--- src/common/cst_defines.svh ---
// Function
// Magnitude bits 7-4, type bits 3-0
// Reserved codes rejected, field keeps value
// Types 0000-0011 make magnitude a voltage; code does so for 0001-0011 only
// Voltage ladder decode, 1111 reserved
// Resistor types decode fourteen resistor steps; code decodes fifteen, magnitudes 0000-1110
// Divider types decode minimum divider resistance
// Types 0000-0011 remove or apply voltage
// Resistor, divider and bridge type decode
// Type 1110 keeps/removes reset pull-downs
// Type 1111 behaves like 1110
// Untargeted pin keeps pull-down under select 000
// Pull-down current bits 5-4, magnitude 0000
// Threshold field decode, 1111 reserved
// Threshold ignored for select 000/111
// Current/threshold updated only for BC1.2 profiles
// Divider ratio bits 2-0, 111 reserved
// Divider ratio updated only for legacy
// Select 000 ready, 111 present, no wait
// Unimplemented bits read zero, writes ignored
// All fields reset to zero
`ifndef CST_DEFINES_SVH
`define CST_DEFINES_SVH
`define CST_IDX_STIM     8'h41
`define CST_IDX_RESP     8'h42
`define CST_IDX_THRESH   8'h43
`define CST_IDX_DIVIDER  8'h44
`define CST_IDX_SHIFT    2
`define CST_MAG_MSB      7
`define CST_MAG_LSB      4
`define CST_SEL_MSB      3
`define CST_SEL_LSB      0
`define CST_PD_MSB       5
`define CST_PD_LSB       4
`define CST_TH_MSB       3
`define CST_TH_LSB       0
`define CST_RATIO_MSB    2
`define CST_RATIO_LSB    0
`define CST_STIM_MSB     2
`define CST_STIM_LSB     0
`define CST_RST4         4'h0
`define CST_RST3         3'h0
`define CST_RST2         2'h0
`define CST_MAG_RSVD     4'hF
`define CST_TH_RSVD      4'hF
`define CST_RATIO_RSVD   3'h7
`define CST_STIM_VREADY  3'h0
`define CST_STIM_VPRES   3'h7
`endif

--- src/common/cst_pkg.sv ---
package cst_pkg;
   typedef enum logic [3:0] {
      RT_REMOVE   = 4'b0000,
      RT_V_POS    = 4'b0001,
      RT_V_NEG    = 4'b0010,
      RT_V_BOTH   = 4'b0011,
      RT_R_POS    = 4'b0100,
      RT_RSVD5    = 4'b0101,
      RT_D_POS    = 4'b0110,
      RT_R_NEG    = 4'b0111,
      RT_RSVD8    = 4'b1000,
      RT_D_NEG    = 4'b1001,
      RT_BRIDGE   = 4'b1010,
      RT_RSVD11   = 4'b1011,
      RT_D_BOTH   = 4'b1100,
      RT_R_BOTH   = 4'b1101,
      RT_PD_CTRL  = 4'b1110,
      RT_PD_CTRL2 = 4'b1111
   } cst_resp_t;

   typedef enum logic [2:0] {
      PA_LEAVE   = 3'b000,
      PA_REMOVE  = 3'b001,
      PA_VOLT    = 3'b010,
      PA_RES     = 3'b011,
      PA_DIV     = 3'b100,
      PA_BRIDGE  = 3'b101,
      PA_KEEP_PD = 3'b110,
      PA_DROP_PD = 3'b111
   } cst_pin_act_t;

   typedef struct packed {
      cst_pin_act_t posAction;
      cst_pin_act_t negAction;
      logic [11:0]  voltageMv;
      logic [10:0]  resistor100R;
      logic [7:0]   dividerMinK;
      logic         pulldownActive;
      logic [7:0]   pulldownUa;
      logic         thresholdValid;
      logic [11:0]  thresholdMv;
      logic [6:0]   ratioPercent;
      logic         vbusReady;
      logic         vbusPresent;
   } cst_resp_out_t;
endpackage : cst_pkg

--- src/cst_stim1_config.sv ---
`timescale 1ns/1ps
`include "cst_defines.svh"
module cst_stim1_config
   import cst_pkg::*;
(
   input  wire logic          clk,
   input  wire logic          reset_n,
   input  wire logic          psel,
   input  wire logic          penable,
   input  wire logic          pwrite,
   input  wire logic [11:0]   paddr,
   input  wire logic [31:0]   pwdata,
   output logic      [31:0]   prdata,
   output logic               pready,
   output logic               pslverr,
   input  wire logic          legacyProfile,
   output cst_resp_out_t      stim1Response
);
   logic [3:0]  stim1ResponseMagnitude;
   logic [3:0]  stim1ResponseSelect;
   logic [2:0]  stim1StimulusSelect;
   logic [1:0]  stim1PulldownCurrent;
   logic [3:0]  stim1DetectThreshold;
   logic [2:0]  stim1DividerRatio;
   logic [1:0]  appliedPulldown;
   logic [3:0]  appliedThreshold;
   logic [2:0]  appliedRatio;
   logic        accessPhase;
   logic        writeFire;
   logic        hitStim;
   logic        hitResp;
   logic        hitThresh;
   logic        hitDivider;
   logic        mapped;
   logic [31:0] next_prdata;
   logic [3:0]  wrMag;
   logic [3:0]  wrSel;
   logic [3:0]  wrTh;
   logic [2:0]  wrRatio;
   cst_resp_out_t next_response;

   function automatic logic [11:0] byteAddr(input logic [7:0] idx);
      byteAddr = {2'h0, idx, 2'h0};
   endfunction : byteAddr

   // Ladder for response voltage; detection threshold has its own decode
   function automatic logic [11:0] ladderMv(input logic [3:0] code);
      unique case (code)
         4'h0:    ladderMv = 12'h000;
         4'h5:    ladderMv = 12'h1F4;
         4'h6:    ladderMv = 12'h258;
         4'h7:    ladderMv = 12'h2BC;
         4'h8:    ladderMv = 12'h320;
         4'h9:    ladderMv = 12'h384;
         4'hA:    ladderMv = 12'h578;
         4'hB:    ladderMv = 12'h640;
         4'hC:    ladderMv = 12'h708;
         4'hD:    ladderMv = 12'h7D0;
         4'hE:    ladderMv = 12'h898;
         4'hF:    ladderMv = 12'h000;
         default: ladderMv = 12'h190;
      endcase
   endfunction : ladderMv

   function automatic logic [10:0] resistorCode(input logic [3:0] code);
      unique case (code)
         4'h0:    resistorCode = 11'h012;
         4'h1:    resistorCode = 11'h064;
         4'h2:    resistorCode = 11'h096;
         4'h3:    resistorCode = 11'h0C8;
         4'h4:    resistorCode = 11'h0FA;
         4'h5:    resistorCode = 11'h12C;
         4'h6:    resistorCode = 11'h190;
         4'h7:    resistorCode = 11'h1AE;
         4'h8:    resistorCode = 11'h1F4;
         4'h9:    resistorCode = 11'h258;
         4'hA:    resistorCode = 11'h2EE;
         4'hB:    resistorCode = 11'h320;
         4'hC:    resistorCode = 11'h3E8;
         4'hD:    resistorCode = 11'h4B0;
         4'hE:    resistorCode = 11'h5DC;
         default: resistorCode = 11'h000;
      endcase
   endfunction : resistorCode

   function automatic logic [7:0] dividerCode(input logic [3:0] code);
      unique case (code)
         4'h0, 4'h8: dividerCode = 8'h5D;
         4'h1, 4'h9: dividerCode = 8'h64;
         4'h2, 4'hA: dividerCode = 8'h7D;
         4'h3, 4'hB: dividerCode = 8'h96;
         4'hF:       dividerCode = 8'h00;
         default:    dividerCode = 8'hC8;
      endcase
   endfunction : dividerCode

   function automatic logic [6:0] ratioCode(input logic [2:0] code);
      unique case (code)
         3'h0:    ratioCode = 7'h19;
         3'h1:    ratioCode = 7'h21;
         3'h2:    ratioCode = 7'h28;
         3'h3:    ratioCode = 7'h32;
         3'h4:    ratioCode = 7'h36;
         3'h5:    ratioCode = 7'h3C;
         3'h6:    ratioCode = 7'h42;
         default: ratioCode = 7'h00;
      endcase
   endfunction : ratioCode

   function automatic logic [7:0] pulldownUaCode(input logic [1:0] code);
      unique case (code)
         2'h0: pulldownUaCode = 8'h0A;
         2'h1: pulldownUaCode = 8'h32;
         2'h2: pulldownUaCode = 8'h64;
         2'h3: pulldownUaCode = 8'h96;
      endcase
   endfunction : pulldownUaCode

   function automatic logic respReserved(input logic [3:0] code);
      respReserved = (code == RT_RSVD5) || (code == RT_RSVD8) || (code == RT_RSVD11);
   endfunction : respReserved

   // Threshold decode departs from the response ladder at 0000 and 0011
   function automatic logic [11:0] thresholdCode(input logic [3:0] code);
      unique case (code)
         4'h0: thresholdCode = 12'h190;
         4'h1: thresholdCode = 12'h190;
         4'h2: thresholdCode = 12'h190;
         4'h3: thresholdCode = 12'h12C;
         4'h4: thresholdCode = 12'h190;
         4'h5: thresholdCode = 12'h1F4;
         4'h6: thresholdCode = 12'h258;
         4'h7: thresholdCode = 12'h2BC;
         4'h8: thresholdCode = 12'h320;
         4'h9: thresholdCode = 12'h384;
         4'hA: thresholdCode = 12'h578;
         4'hB: thresholdCode = 12'h640;
         4'hC: thresholdCode = 12'h708;
         4'hD: thresholdCode = 12'h7D0;
         4'hE: thresholdCode = 12'h898;
         4'hF: thresholdCode = 12'h000;
      endcase
   endfunction : thresholdCode

   function automatic logic isVoltageType(input logic [3:0] code);
      unique case (code)
         RT_V_POS, RT_V_NEG, RT_V_BOTH: isVoltageType = 1'b1;
         default:                       isVoltageType = 1'b0;
      endcase
   endfunction : isVoltageType

   // Pull-down control types still carry a resistor magnitude
   function automatic logic isResistorType(input logic [3:0] code);
      unique case (code)
         RT_R_POS, RT_R_NEG, RT_R_BOTH, RT_PD_CTRL, RT_PD_CTRL2: isResistorType = 1'b1;
         default:                                              isResistorType = 1'b0;
      endcase
   endfunction : isResistorType

   function automatic logic isDividerType(input logic [3:0] code);
      unique case (code)
         RT_D_POS, RT_D_NEG, RT_D_BOTH: isDividerType = 1'b1;
         default:                       isDividerType = 1'b0;
      endcase
   endfunction : isDividerType

   // APB decode; answer comes one cycle into the access phase
   assign accessPhase = psel && penable;
   assign writeFire   = accessPhase && pready && pwrite;
   assign hitStim     = paddr == byteAddr(`CST_IDX_STIM);
   assign hitResp     = paddr == byteAddr(`CST_IDX_RESP);
   assign hitThresh   = paddr == byteAddr(`CST_IDX_THRESH);
   assign hitDivider  = paddr == byteAddr(`CST_IDX_DIVIDER);
   assign mapped      = hitStim || hitResp || hitThresh || hitDivider;
   assign wrMag       = pwdata[`CST_MAG_MSB:`CST_MAG_LSB];
   assign wrSel       = pwdata[`CST_SEL_MSB:`CST_SEL_LSB];
   assign wrTh        = pwdata[`CST_TH_MSB:`CST_TH_LSB];
   assign wrRatio     = pwdata[`CST_RATIO_MSB:`CST_RATIO_LSB];

   always_comb begin
      next_prdata = 32'h0000_0000;
      if (hitStim) begin
         next_prdata[`CST_STIM_MSB:`CST_STIM_LSB] = stim1StimulusSelect;
      end else if (hitResp) begin
         next_prdata[`CST_MAG_MSB:`CST_MAG_LSB] = stim1ResponseMagnitude;
         next_prdata[`CST_SEL_MSB:`CST_SEL_LSB] = stim1ResponseSelect;
      end else if (hitThresh) begin
         next_prdata[`CST_PD_MSB:`CST_PD_LSB] = stim1PulldownCurrent;
         next_prdata[`CST_TH_MSB:`CST_TH_LSB] = stim1DetectThreshold;
      end else if (hitDivider) begin
         next_prdata[`CST_RATIO_MSB:`CST_RATIO_LSB] = stim1DividerRatio;
      end
   end

   always_ff @(posedge clk or negedge reset_n) begin
      if (!reset_n) begin
         pready  <= 1'b0;
         pslverr <= 1'b0;
         prdata  <= 32'h0000_0000;
      end else begin
         pready  <= accessPhase && !pready;
         pslverr <= accessPhase && !pready && !mapped;
         // Read data is captured in the first access cycle and stands until the next read
         if (accessPhase && !pready && !pwrite) begin
            prdata <= next_prdata;
         end
      end
   end

   always_ff @(posedge clk or negedge reset_n) begin
      if (!reset_n) begin
         stim1StimulusSelect <= `CST_RST3;
      end else if (writeFire && hitStim) begin
         stim1StimulusSelect <= pwdata[`CST_STIM_MSB:`CST_STIM_LSB];
      end
   end

   always_ff @(posedge clk or negedge reset_n) begin
      if (!reset_n) begin
         stim1ResponseMagnitude <= `CST_RST4;
         stim1ResponseSelect    <= `CST_RST4;
      end else if (writeFire && hitResp) begin
         // A reserved code leaves only its own field alone
         if (wrMag != `CST_MAG_RSVD) begin
            stim1ResponseMagnitude <= wrMag;
         end
         if (!respReserved(wrSel)) begin
            stim1ResponseSelect <= wrSel;
         end
      end
   end

   always_ff @(posedge clk or negedge reset_n) begin
      if (!reset_n) begin
         stim1PulldownCurrent <= `CST_RST2;
         stim1DetectThreshold <= `CST_RST4;
      end else if (writeFire && hitThresh) begin
         stim1PulldownCurrent <= pwdata[`CST_PD_MSB:`CST_PD_LSB];
         if (wrTh != `CST_TH_RSVD) begin
            stim1DetectThreshold <= wrTh;
         end
      end
   end

   always_ff @(posedge clk or negedge reset_n) begin
      if (!reset_n) begin
         stim1DividerRatio <= `CST_RST3;
      end else if (writeFire && hitDivider && wrRatio != `CST_RATIO_RSVD) begin
         stim1DividerRatio <= wrRatio;
      end
   end

   // Settings held for the profile that uses them; the other kind freezes them
   always_ff @(posedge clk or negedge reset_n) begin
      if (!reset_n) begin
         appliedPulldown  <= `CST_RST2;
         appliedThreshold <= `CST_RST4;
         appliedRatio     <= `CST_RST3;
      end else if (legacyProfile) begin
         appliedRatio <= stim1DividerRatio;
      end else begin
         appliedPulldown  <= stim1PulldownCurrent;
         appliedThreshold <= stim1DetectThreshold;
      end
   end

   always_comb begin
      next_response                = '0;
      next_response.posAction      = PA_LEAVE;
      next_response.negAction      = PA_LEAVE;
      next_response.vbusReady      = stim1StimulusSelect == `CST_STIM_VREADY;
      next_response.vbusPresent    = stim1StimulusSelect == `CST_STIM_VPRES;
      next_response.pulldownUa     = pulldownUaCode(appliedPulldown);
      next_response.thresholdMv    = thresholdCode(appliedThreshold);
      next_response.thresholdValid = !next_response.vbusReady
                                     && !next_response.vbusPresent;
      next_response.ratioPercent   = ratioCode(appliedRatio);
      unique case (stim1ResponseSelect)
         RT_REMOVE: begin
            next_response.posAction = PA_REMOVE;
            next_response.negAction = PA_REMOVE;
         end
         RT_V_POS: begin
            next_response.posAction = PA_VOLT;
         end
         RT_V_NEG: begin
            next_response.negAction = PA_VOLT;
         end
         RT_V_BOTH: begin
            next_response.posAction = PA_VOLT;
            next_response.negAction = PA_VOLT;
         end
         RT_R_POS: begin
            next_response.posAction = PA_RES;
         end
         RT_R_NEG: begin
            next_response.negAction = PA_RES;
         end
         RT_R_BOTH: begin
            next_response.posAction = PA_RES;
            next_response.negAction = PA_RES;
         end
         RT_D_POS: begin
            next_response.posAction = PA_DIV;
         end
         RT_D_NEG: begin
            next_response.negAction = PA_DIV;
         end
         RT_D_BOTH: begin
            next_response.posAction = PA_DIV;
            next_response.negAction = PA_DIV;
         end
         RT_BRIDGE: begin
            next_response.posAction = PA_BRIDGE;
            next_response.negAction = PA_BRIDGE;
         end
         RT_PD_CTRL, RT_PD_CTRL2: begin
            if (next_response.vbusReady) begin
               next_response.posAction = PA_KEEP_PD;
               next_response.negAction = PA_KEEP_PD;
            end else if (next_response.vbusPresent) begin
               next_response.posAction = PA_DROP_PD;
               next_response.negAction = PA_DROP_PD;
            end
         end
         default: begin
         end
      endcase
      // Under select 000, single-pin responses keep the other pin's reset pull-down
      if (next_response.vbusReady) begin
         if (next_response.posAction == PA_LEAVE) begin
            next_response.posAction = PA_KEEP_PD;
         end
         if (next_response.negAction == PA_LEAVE) begin
            next_response.negAction = PA_KEEP_PD;
         end
      end
      if (isVoltageType(stim1ResponseSelect)) begin
         next_response.voltageMv      = ladderMv(stim1ResponseMagnitude);
         next_response.pulldownActive = stim1ResponseMagnitude == `CST_RST4;
      end
      if (isResistorType(stim1ResponseSelect)) begin
         next_response.resistor100R = resistorCode(stim1ResponseMagnitude);
      end
      // Ratio is only meaningful while a divider is connected
      if (isDividerType(stim1ResponseSelect)) begin
         next_response.dividerMinK = dividerCode(stim1ResponseMagnitude);
      end else begin
         next_response.ratioPercent = 7'h00;
      end
   end

   always_ff @(posedge clk or negedge reset_n) begin
      if (!reset_n) begin
         stim1Response <= '0;
      end else begin
         stim1Response <= next_response;
      end
   end
endmodule : cst_stim1_config

--- config.mk ---
export PLATFORM = sky130hd
export DESIGN_NAME = cst_stim1_config
export DESIGN_NICKNAME = d
export VERILOG_FILES = /design/src/common/cst_pkg.sv /design/src/cst_stim1_config.sv
export VERILOG_INCLUDE_DIRS = /design/src /design/src/common
export SDC_FILE = /design/constraint.sdc
export NUM_CORES = 1
export LEC_CHECK = 0
export ABC_AREA = 1
export BUFFER_PORTS_ARGS = -buffer_cell sky130_fd_sc_hd__clkbuf_2
export CAP_MARGIN = 0
export CORE_ASPECT_RATIO = 1.75
export CORE_UTILIZATION = 37
export DETAILED_ROUTE_END_ITERATION = 10
export PLACE_DENSITY = 0.68
export SLEW_MARGIN = 20
export SYNTH_ARGS = -nofsm -noshare
export SYNTH_HDL_FRONTEND = slang
export SYNTH_SLANG_ARGS = --single-unit
export TNS_END_PERCENT = 30
--- constraint.sdc ---
create_clock -name clk -period 1.25 [get_ports clk]
set_input_delay 0 -clock clk [delete_from_list [all_inputs] [get_ports clk]]
set_output_delay 0 -clock clk [all_outputs]
set_load 0.03 [all_outputs]
# [After elaboration in Yosys (flattened, before gate mapping)]
# Memories as Yosys holds them, arrays and structs flattened. A register that Yosys moved wholly into a read port is not among the register bits.
# Index checks and enable logic that the tools add are counted.
[word_totals] register_bits=107 romBits=608 input_bits=50 out_inout_bits=102 elab_cells=128 mem_count=4
[mem_list] name="(name not given)" words=16 word_bits=10 rd=1 rd_ports_with_merged_regs=1 write_ports=0 line_no="cst_stim1_config.sv:125" text="unique case (code)"
[mem_list] name="(name not given)" words=16 word_bits=10 rd=1 rd_ports_with_merged_regs=0 write_ports=0 line_no="cst_stim1_config.sv:48" text="unique case (code)"
[mem_list] name="(name not given)" words=16 word_bits=10 rd=1 rd_ports_with_merged_regs=0 write_ports=0 line_no="cst_stim1_config.sv:66" text="unique case (code)"
[mem_list] name="(name not given)" words=16 word_bits=8 rd=1 rd_ports_with_merged_regs=0 write_ports=0 line_no="cst_stim1_config.sv:87" text="unique case (code)"
[classes] n_eq_ne=32 n_mux=24 bitwise=1 reduce_logical=43
[op_table] cell="case mux 7 bit (7 select lines)" n=1
[op_table] cell="equality test 12 x 9 -> 1 bit, second input constant" n=4
[op_table] cell="case mux 3 bit (6 select lines)" n=2
[op_table] cell="equality test 4 bit, second input constant" n=8
[op_table] cell="case mux 8 bit (4 select lines)" n=1
[op_table] cell="two-way mux 6 bit" n=4
[op_table] cell="two-way mux 3 bit" n=6
[op_table] cell="equality test 4 x 3 -> 1 bit, second input constant" n=4
[op_table] cell="OR reduction 2 bit" n=7
[op_table] cell="equality test 3 bit, second input constant" n=4
[op_table] cell="logical AND 1 bit" n=12
[op_table] cell="zero test 3 bit" n=4
[op_table] cell="two-way mux 12 bit" n=1
[op_table] cell="two-way mux 11 bit" n=1
[op_table] cell="equality test 4 x 2 -> 1 bit, second input constant" n=2
[op_table] cell="zero test 4 bit" n=2
[op_table] cell="two-way mux 8 bit" n=1
[op_table] cell="inequality test 4 bit, second input constant" n=2
[op_table] cell="two-way mux 7 bit" n=1
[op_table] cell="equality test 3 x 2 -> 1 bit, second input constant" n=2
[op_table] cell="zero test 1 bit" n=6
[op_table] cell="AND reduction 2 bit" n=3
[op_table] cell="OR reduction 3 bit" n=2
[op_table] cell="logical OR 1 bit" n=5
[op_table] cell="other kinds (11)" n=15

# [Longest topological paths before layout]
# Gate-level depths: netlist of run 1.
[logic_depth] depth_word=7 depth_mapped=10 ltp_nobuf=10

# [Worst setup path after synthesis of run 1]
# No wires, ideal clock.
[synth_path] path_kind="register to register" start="reg pready" end="reg stim1DividerRatio[0]" setup_ns=0.127 arrival_time_ns=1.269 required_ns=1.123 slack_ns=-0.146 path_stages_with_launch=6 path_buffers=0 period_less_slack_ns=1.396 path_cell_list="dfrtp_1 nand4_1 inv_1 nand4_1 nand2_1 o21ai_0"
[synth_between] elab_chain_cells=4
[synth_lines] item="start, declared" line_no="cst_stim1_config.sv:14" text="output logic pready,"
[synth_lines] item="start signal, assigned" line_no="cst_stim1_config.sv:201" text="pready <= accessPhase && !pready;"
[synth_lines] item="logical AND 1 bit (2 in series)" line_no="cst_stim1_config.sv:169" text="assign writeFire = accessPhase && pready && pwrite;"
[synth_lines] item="logical AND 1 bit" line_no="cst_stim1_config.sv:248" text="end else if (writeFire && hitDivider && wrRatio != `CST_RATIO_RSVD) begin"
[synth_lines] item="logical AND 1 bit (no line)"
[synth_lines] item="end signal, assigned" line_no="cst_stim1_config.sv:247" text="stim1DividerRatio <= `CST_RST3;"
[synth_lines] item="end signal, assigned" line_no="cst_stim1_config.sv:249" text="stim1DividerRatio <= wrRatio;"
[synth_lines] item="end, declared" line_no="cst_stim1_config.sv:24" text="logic [2:0] stim1DividerRatio;"
# No other way between the ends.
# A chain may end at the register's enable or synchronous reset.

==> summary.txt, run 1 <==
Failing checks = setup timing
Initial antenna violation count = 0
Synth Flop Type = dfrtp_1
Layout cells sized above 1 = 37.6%
Synthesis-to-layout area growth = 34.6%
NumNets Final = 791
Routed WL = 12.0 mm
Hold Path Class = input pin to asynchronous set/reset pin
Die H = 154 um
Critical path data arrival time = 1640 ps
Grt ovf = 0
Hold Fails Final Rpt = 0
Synth warn = 0
Max Clock Freq = 717 MHz
Global-route wire length before repair = 19.4 mm
Clock buffer depth = 2
Pwr/cell area = 999 nW/um^2
H-Tree Level Count = 3
Final min period = 1390 ps
Commonest non-fill, non-tap cell in the layout = nand2_1
Fin cells = 897
IO buf count = 97
Top post-synthesis cells by area = dfrtp_1 (52%), nand2_1 (8.6%), inv_1 (5.7%)
CTS clock-pin slew for the worst setup and hold paths = 70 ps
Antenna Nets Post-Route = 0
Mapped cell area = 4910 um^2
Max Cap Viol = 0
Cell count after synthesis = 557
Clk Latency, worst-skew pair = 340 ps
Status = finished, violations left
Clock power frac = 42.2%
RSZ-0062 raised after global routing = yes
Ports = 152
Clock Sinks = 101
NetSw = 1560 uW
Power share of the sequential group = 50.2%
DPL Wire Length = 8.90 mm
Cell count after placement = 862
CP max FO = 10
Yosys top cell area share = 51.5%
P_int = 5040 uW
Row count = 55
Peak supply drop = 0.566 mV
Power share of the combinational group = 7.5%
Setup crit end kind = flop
Ant. Diodes = 0
Sequential share of the synthesized area = 51.5%
Post-Place Cell Area = 5850 um^2
Number of fill cells = 1236
Most frequent cells in the layout = nand2_1 (100), clkbuf_2 (96), dfrtp_1 (93), inv_1 (55), buf_4 (52)
Cell area after layout = 6600 um^2
Placer Congestion = 0.920
Async SR Flop Fraction = 100%
WP data required = 1490 ps
Area leader, netlist = dfrtp_1
#FFs+latches synth = 101
Distinct cells, synth = 38
DRC violations left = 0
Final worst path period share = 112%
Routed vias/inst = 4.72
Worst Setup Start Kind = flop
CTS buffer count = 9
Avg WL per Cell = 13.3 um
Largest net degree at the start of global routing = 58
GRT Util Overall = 18.2%
Syn avg cell area = 8.81 um^2
CTS tree = built
Final Power = 6600 uW
Vias in the first global route = 4160
Initial Util = 37.9%
Final Skew = 11.2 ps
P_leak = 0.00349 uW
First-pass DRT Iterations = 4
Final setup fails = 32
Final Worst Setup Slack = -144 ps
Root Driver = clkbuf_16
Drt initial violations = 185
Core Util, Final = 51.0%
Max Slew Vio Count = 0
Core Area = 12900 um^2
Sw frac = 23.6%
EDFF count, synth = 0
Die area = 13700 um^2
Die Span X = 89.1 um
DR vias = 4230
Critical path class = flop to flop
[metrics by stage]
step / hold WS, ps / setup TNS [ps] / worst slack [ps]
global placement: -131 / -2080 / -163
finish: 47.6 / -2500 / -144
detailed placement: -131 / -4160 / -187
CTS: 47.3 / -1680 / -94.9
floorplan: -296 / -9.83 / -9.83
global route: 63.7 / -4470 / -183
[power groups by stage]
stage	logic [uW]	clock network (uW)	registers [uW]
after floorplan	303	0	3420
after global placement	455	0	3370
after detailed placement	470	0	3370
after CTS	498	2840	3310
after global routing	550	2980	3310
final	498	2790	3310
[final timing paths]
path	start	endpoint	slack (ps)	cells after the start
max reg2reg	stim1ResponseSelect[2]	stim1Response[48]	-140	6
min	reset_n	stim1DetectThreshold[0]	50	2
min in group clk	legacyProfile	appliedThreshold[1]	50	2
min reg2reg	prdata[6]	prdata[6]	490	2
max in group asynchronous	reset_n	stim1Response[44]	650	3
max	stim1ResponseSelect[2]	stim1Response[48]	-140	6
[flip-flops by register name (all words and copies together), names as in the netlist]
register	cells
stim1PulldownCurrent	2
appliedRatio	3
prdata	8
appliedThreshold	4
pready	1
stim1StimulusSelect	3
pslverr	1
appliedPulldown	2
stim1DetectThreshold	4
stim1ResponseMagnitude	4
stim1Response	62
stim1ResponseSelect	4
stim1DividerRatio	3
[per-layer routing]
metal	global-route usage (%)	up-vias	share of wire, %
li1	-	2053	-
met1	19.7	2008	38
met2	32.9	134	54
met3	2.61	35	3.4
met4	10.4	0	4.1
met5	0	-	0
[worst max-delay path, stage by stage, from the launching register on]
cell,delay [ps]
dfrtp_2,450
buf_6,140
nand4_1,170
nand2_2,170
nor2_2,60
buf_6,140
nor4_2,160
[Yosys cell counts, types with 2 or more instances]
cell	n
nand2_1	113
dfrtp_1	101
inv_1	75
nor2_1	39
o21ai_0	36
nand3_1	35
buf_4	30
a21oi_1	23
ha_1	20
nor3_1	13
nand4_1	10
o21ai_1	7
a211oi_1	6
buf_2	5
clkbuf_1	5
nor2_2	5
nor2_4	4
inv_2	3
nand2_2	3
a21oi_2	2
buf_6	2
o211ai_1	2
o21bai_1	2
o31ai_1	2
[what timing repair did]
item / 4_1_cts / 5_1_grt
buffers inserted: 3 / 5
gates resized for setup: 32 / 70
pin swaps: 4 / 14
hold buffers: 11 / 0
hold endpoints to repair: 111 / 0
setup endpoints to repair: 38 / 61
[layout make-up]
type                       instances  area [um^2]  share of cell area, %
sequential                       101         2540                   38.4
multi-input combinational        365         2160                   32.7
inverter                          78          305                   4.62
tap                              171          214                   3.24
timing repair buffer             166         1090                   16.4
clock buffer                      11          243                   3.68
clock inverter                     5         60.1                  0.909
[kinds of logic (layout without fill, tap and decap cells)]
group,after synthesis,count (layout),share of synthesized area (%)
flip-flops,101,101,51.5
AO/OA/AOI/OAI,85,85,9.79
buffers and inverters,120,260,11.9
other,1,30,0.0764
AND/OR/NAND/NOR,230,230,21.6
adder cells (fa/ha/maj),20,20,5.10
No activity file was read; power rests on OpenSTA's default activity.
==> run 2: changes to the inputs <==
--- a/config.mk
+++ b/config.mk
@@ -6,7 +6,7 @@
 export SDC_FILE = /design/constraint.sdc
 export NUM_CORES = 1
 export LEC_CHECK = 0
-export ABC_AREA = 1
+export ABC_AREA = 0
 export BUFFER_PORTS_ARGS = -buffer_cell sky130_fd_sc_hd__clkbuf_2
 export CAP_MARGIN = 0
 export CORE_ASPECT_RATIO = 1.75
==> summary.txt, run 2 <==
Routed WL = 13.3 mm
Drt initial violations = 162
Register area = 2530 um^2
EDFF count, synth = 0
Critical path data arrival time = 1800 ps
RSZ-0062 raised after global routing = yes
Fin cells = 876
Final Skew = 7.41 ps
Yosys top cell area share = 49.2%
Count leader, synth = dfrtp_1
DPL Wire Length = 9.42 mm
Synth top cells by count = dfrtp_1 (101), a21oi_1 (43), nor2_1 (40), buf_4 (30), clkbuf_1 (29)
Setup TNS = -9430 ps
Area of the multi-input gates = 2830 um^2
NumNets Final = 767
Top post-synthesis cells by area = dfrtp_1 (49%), ha_1 (4.9%), buf_4 (4.4%)
Status = finished, violations left
Worst-path cell chain = nand4_1 > or4_4 > buf_12 > a31oi_2 > o22a_2
CP peak stage delay = 490 ps
Crit path to = stim1ResponseMagnitude[3]
Mapped cell area = 5140 um^2
Most frequent cells in the layout = clkbuf_2 (96), dfrtp_1 (95), buf_4 (74), nor2_1 (31), conb_1 (30)
Post-Place Cell Area = 6410 um^2
Hold Path Class = input pin to flop
First-pass DRT Iterations = 4
Top Usage Layer GRT = met2
Distinct cells, synth = 61
Global routing usage on met2 = 36.0%
Async SR Flop Fraction = 100%
Grt ovf = 0
Largest regs = stim1Response (62), prdata (8)
Clk Latency, worst-skew pair = 340 ps
Max Clock Freq = 656 MHz
Sequential share of the synthesized area = 49.2%
CTS clock-pin slew for the worst setup and hold paths = 70 ps
Initial Util = 38.2%
GRT Util Overall = 18.9%
Cell count after synthesis = 517
Worst Setup Start Kind = flop
Critical path class = flop to flop
Number of fill cells = 1160
H-Tree Level Count = 3
CP startpoint = pready
Die H = 158 um
Reg-to-reg startpoint = pready
Top reg by flops = stim1Response
Peak supply drop = 0.618 mV
Largest net degree at the start of global routing = 34
CTS tree = built
Syn avg cell area = 9.94 um^2
Max Cap Viol = 0
Final worst path period share = 122%
Final Worst Setup Slack = -274 ps
Root Driver = clkbuf_16
Core Area = 13500 um^2
Placer Congestion = 0.861
IO buf count = 97
Pwr/cell area = 907 nW/um^2
Die Span X = 91.1 um
#FFs+latches synth = 101
Global-route wire length before repair = 21.6 mm
Routed vias/inst = 5.12
Final Power = 6750 uW
DR vias = 4488
Reg2reg setup slack = -270 ps
Die area = 14400 um^2
FF-to-FF path depth = 5
Synth warn = 0
Met3 usage = 2.40%
Max reg flops = 62
Cell area after layout = 7440 um^2
Hold Fails Final Rpt = 0
Row count = 56
Clock buffer depth = 2
WP data required = 1530 ps
Worst slack, placed = -555 ps
Worst R2R End = stim1ResponseMagnitude[3]
Cell count after placement = 843
Antenna Nets Post-Route = 0
CTS buffer count = 9
Synthesis-to-layout area growth = 44.8%
Max Slew Vio Count = 0
Initial antenna violation count = 0
Critical path's slowest cell = or4_4
Final min period = 1520 ps
Ports = 152
Vias in the first global route = 4504
Setup crit end kind = flop
Area leader, netlist = dfrtp_1
P_leak = 0.00352 uW
Global Route met1 Usage = 20.4%
Avg WL per Cell = 15.2 um
DRC violations left = 0
Commonest non-fill, non-tap cell in the layout = clkbuf_2
Clock Sinks = 101
Synth Flop Type = dfrtp_1
Ant. Diodes = 0
Failing checks = setup timing
Layout cells sized above 1 = 47.0%
CP max FO = 11
Final setup fails = 69
## run 2: changes by cell type after synthesis, moves of 6 or more
| cell | previous run | this run |
|---|---|---|
| clkbuf_1 | 5 | 29 |
| o21ai_1 | 7 | 0 |
| mux2i_1 | 0 | 12 |
| nand2_1 | 113 | 26 |
| mux2_2 | 0 | 17 |
| nand4_1 | 10 | 2 |
| a21oi_1 | 23 | 43 |
| nand2b_1 | 0 | 9 |
| a31oi_1 | 0 | 11 |
| nand3_1 | 35 | 13 |
| o21ai_0 | 36 | 24 |
| o211ai_1 | 2 | 8 |
| nor2b_1 | 0 | 18 |
| inv_1 | 75 | 19 |
## run 2: power breakdown
part	internal [uW]	switching, uW
sequential	3290	17.3
combinational	182	426
clock	1610	1220
total	5090	1660
## run 2: layout make-up
class	instances	area share, %
Multi-Input combinational cell	360	38.0
Sequential cell	101	34.1
Timing Repair Buffer	204	19.7
Clock buffer	11	3.26
Tap cell	174	2.93
Inverter	21	1.24
Clock inverter	5	0.790
## run 2: cells by family after synthesis
family / synth area share (%)
simple gates: 14.9
compound gates: 15.8
flops: 49.2
buf+inv: 8.59
mux: 6.06
fa+ha+maj: 5.06
xor+xnor: 0.341
other cells: 0.0729
## run 2: metal layers
metal | vias to the layer above | wire, um | share of wire, %
met5 | - | 0 | 0
met4 | 0 | 344 | 2.6
met3 | 21 | 423 | 3.2
met2 | 142 | 7440 | 56
met1 | 2215 | 5130 | 38
li1 | 2110 | - | -
## run 2: worst min-delay path by stage
stage / start / end / slack, ps / cells after the start
detailed placement: reset_n / stim1Response[30] / -6 / 1
finish: legacyProfile / appliedRatio[0] / 90 / 2
global route: pwrite / prdata[3] / 90 / 4
floorplan: reset_n / appliedPulldown[0] / -300 / 0
CTS: pwrite / prdata[5] / 60 / 4
global placement: reset_n / stim1Response[30] / -10 / 1
## run 2: worst max-delay path, delay by kind of cell, from the launching register on
kind | cells | cell delay, ps
buffers and inverters | 1 | 170
flip-flops | 1 | 370
AND/OR/NAND/NOR | 2 | 610
AO/OA/AOI/OAI | 2 | 320
## run 2: metrics by stage
stage / hold WS (ps) / utilization [%]
6_report: 85.8 / 55.3
2_1_floorplan: -296 / -
3_3_place_gp: -13.3 / 47.7
4_1_cts: 62.7 / 52.9
3_5_place_dp: -5.95 / 47.7
5_1_grt: 90.3 / 55.3
## run 2: repair_timing
action	4_1_cts	5_1_grt
hold buffers	8	0
gates cloned	1	0
resized for setup	68	70
setup endpoints to repair	73	79
setup buffers	7	2
hold endpoints to repair	38	0
pin swaps	19	20
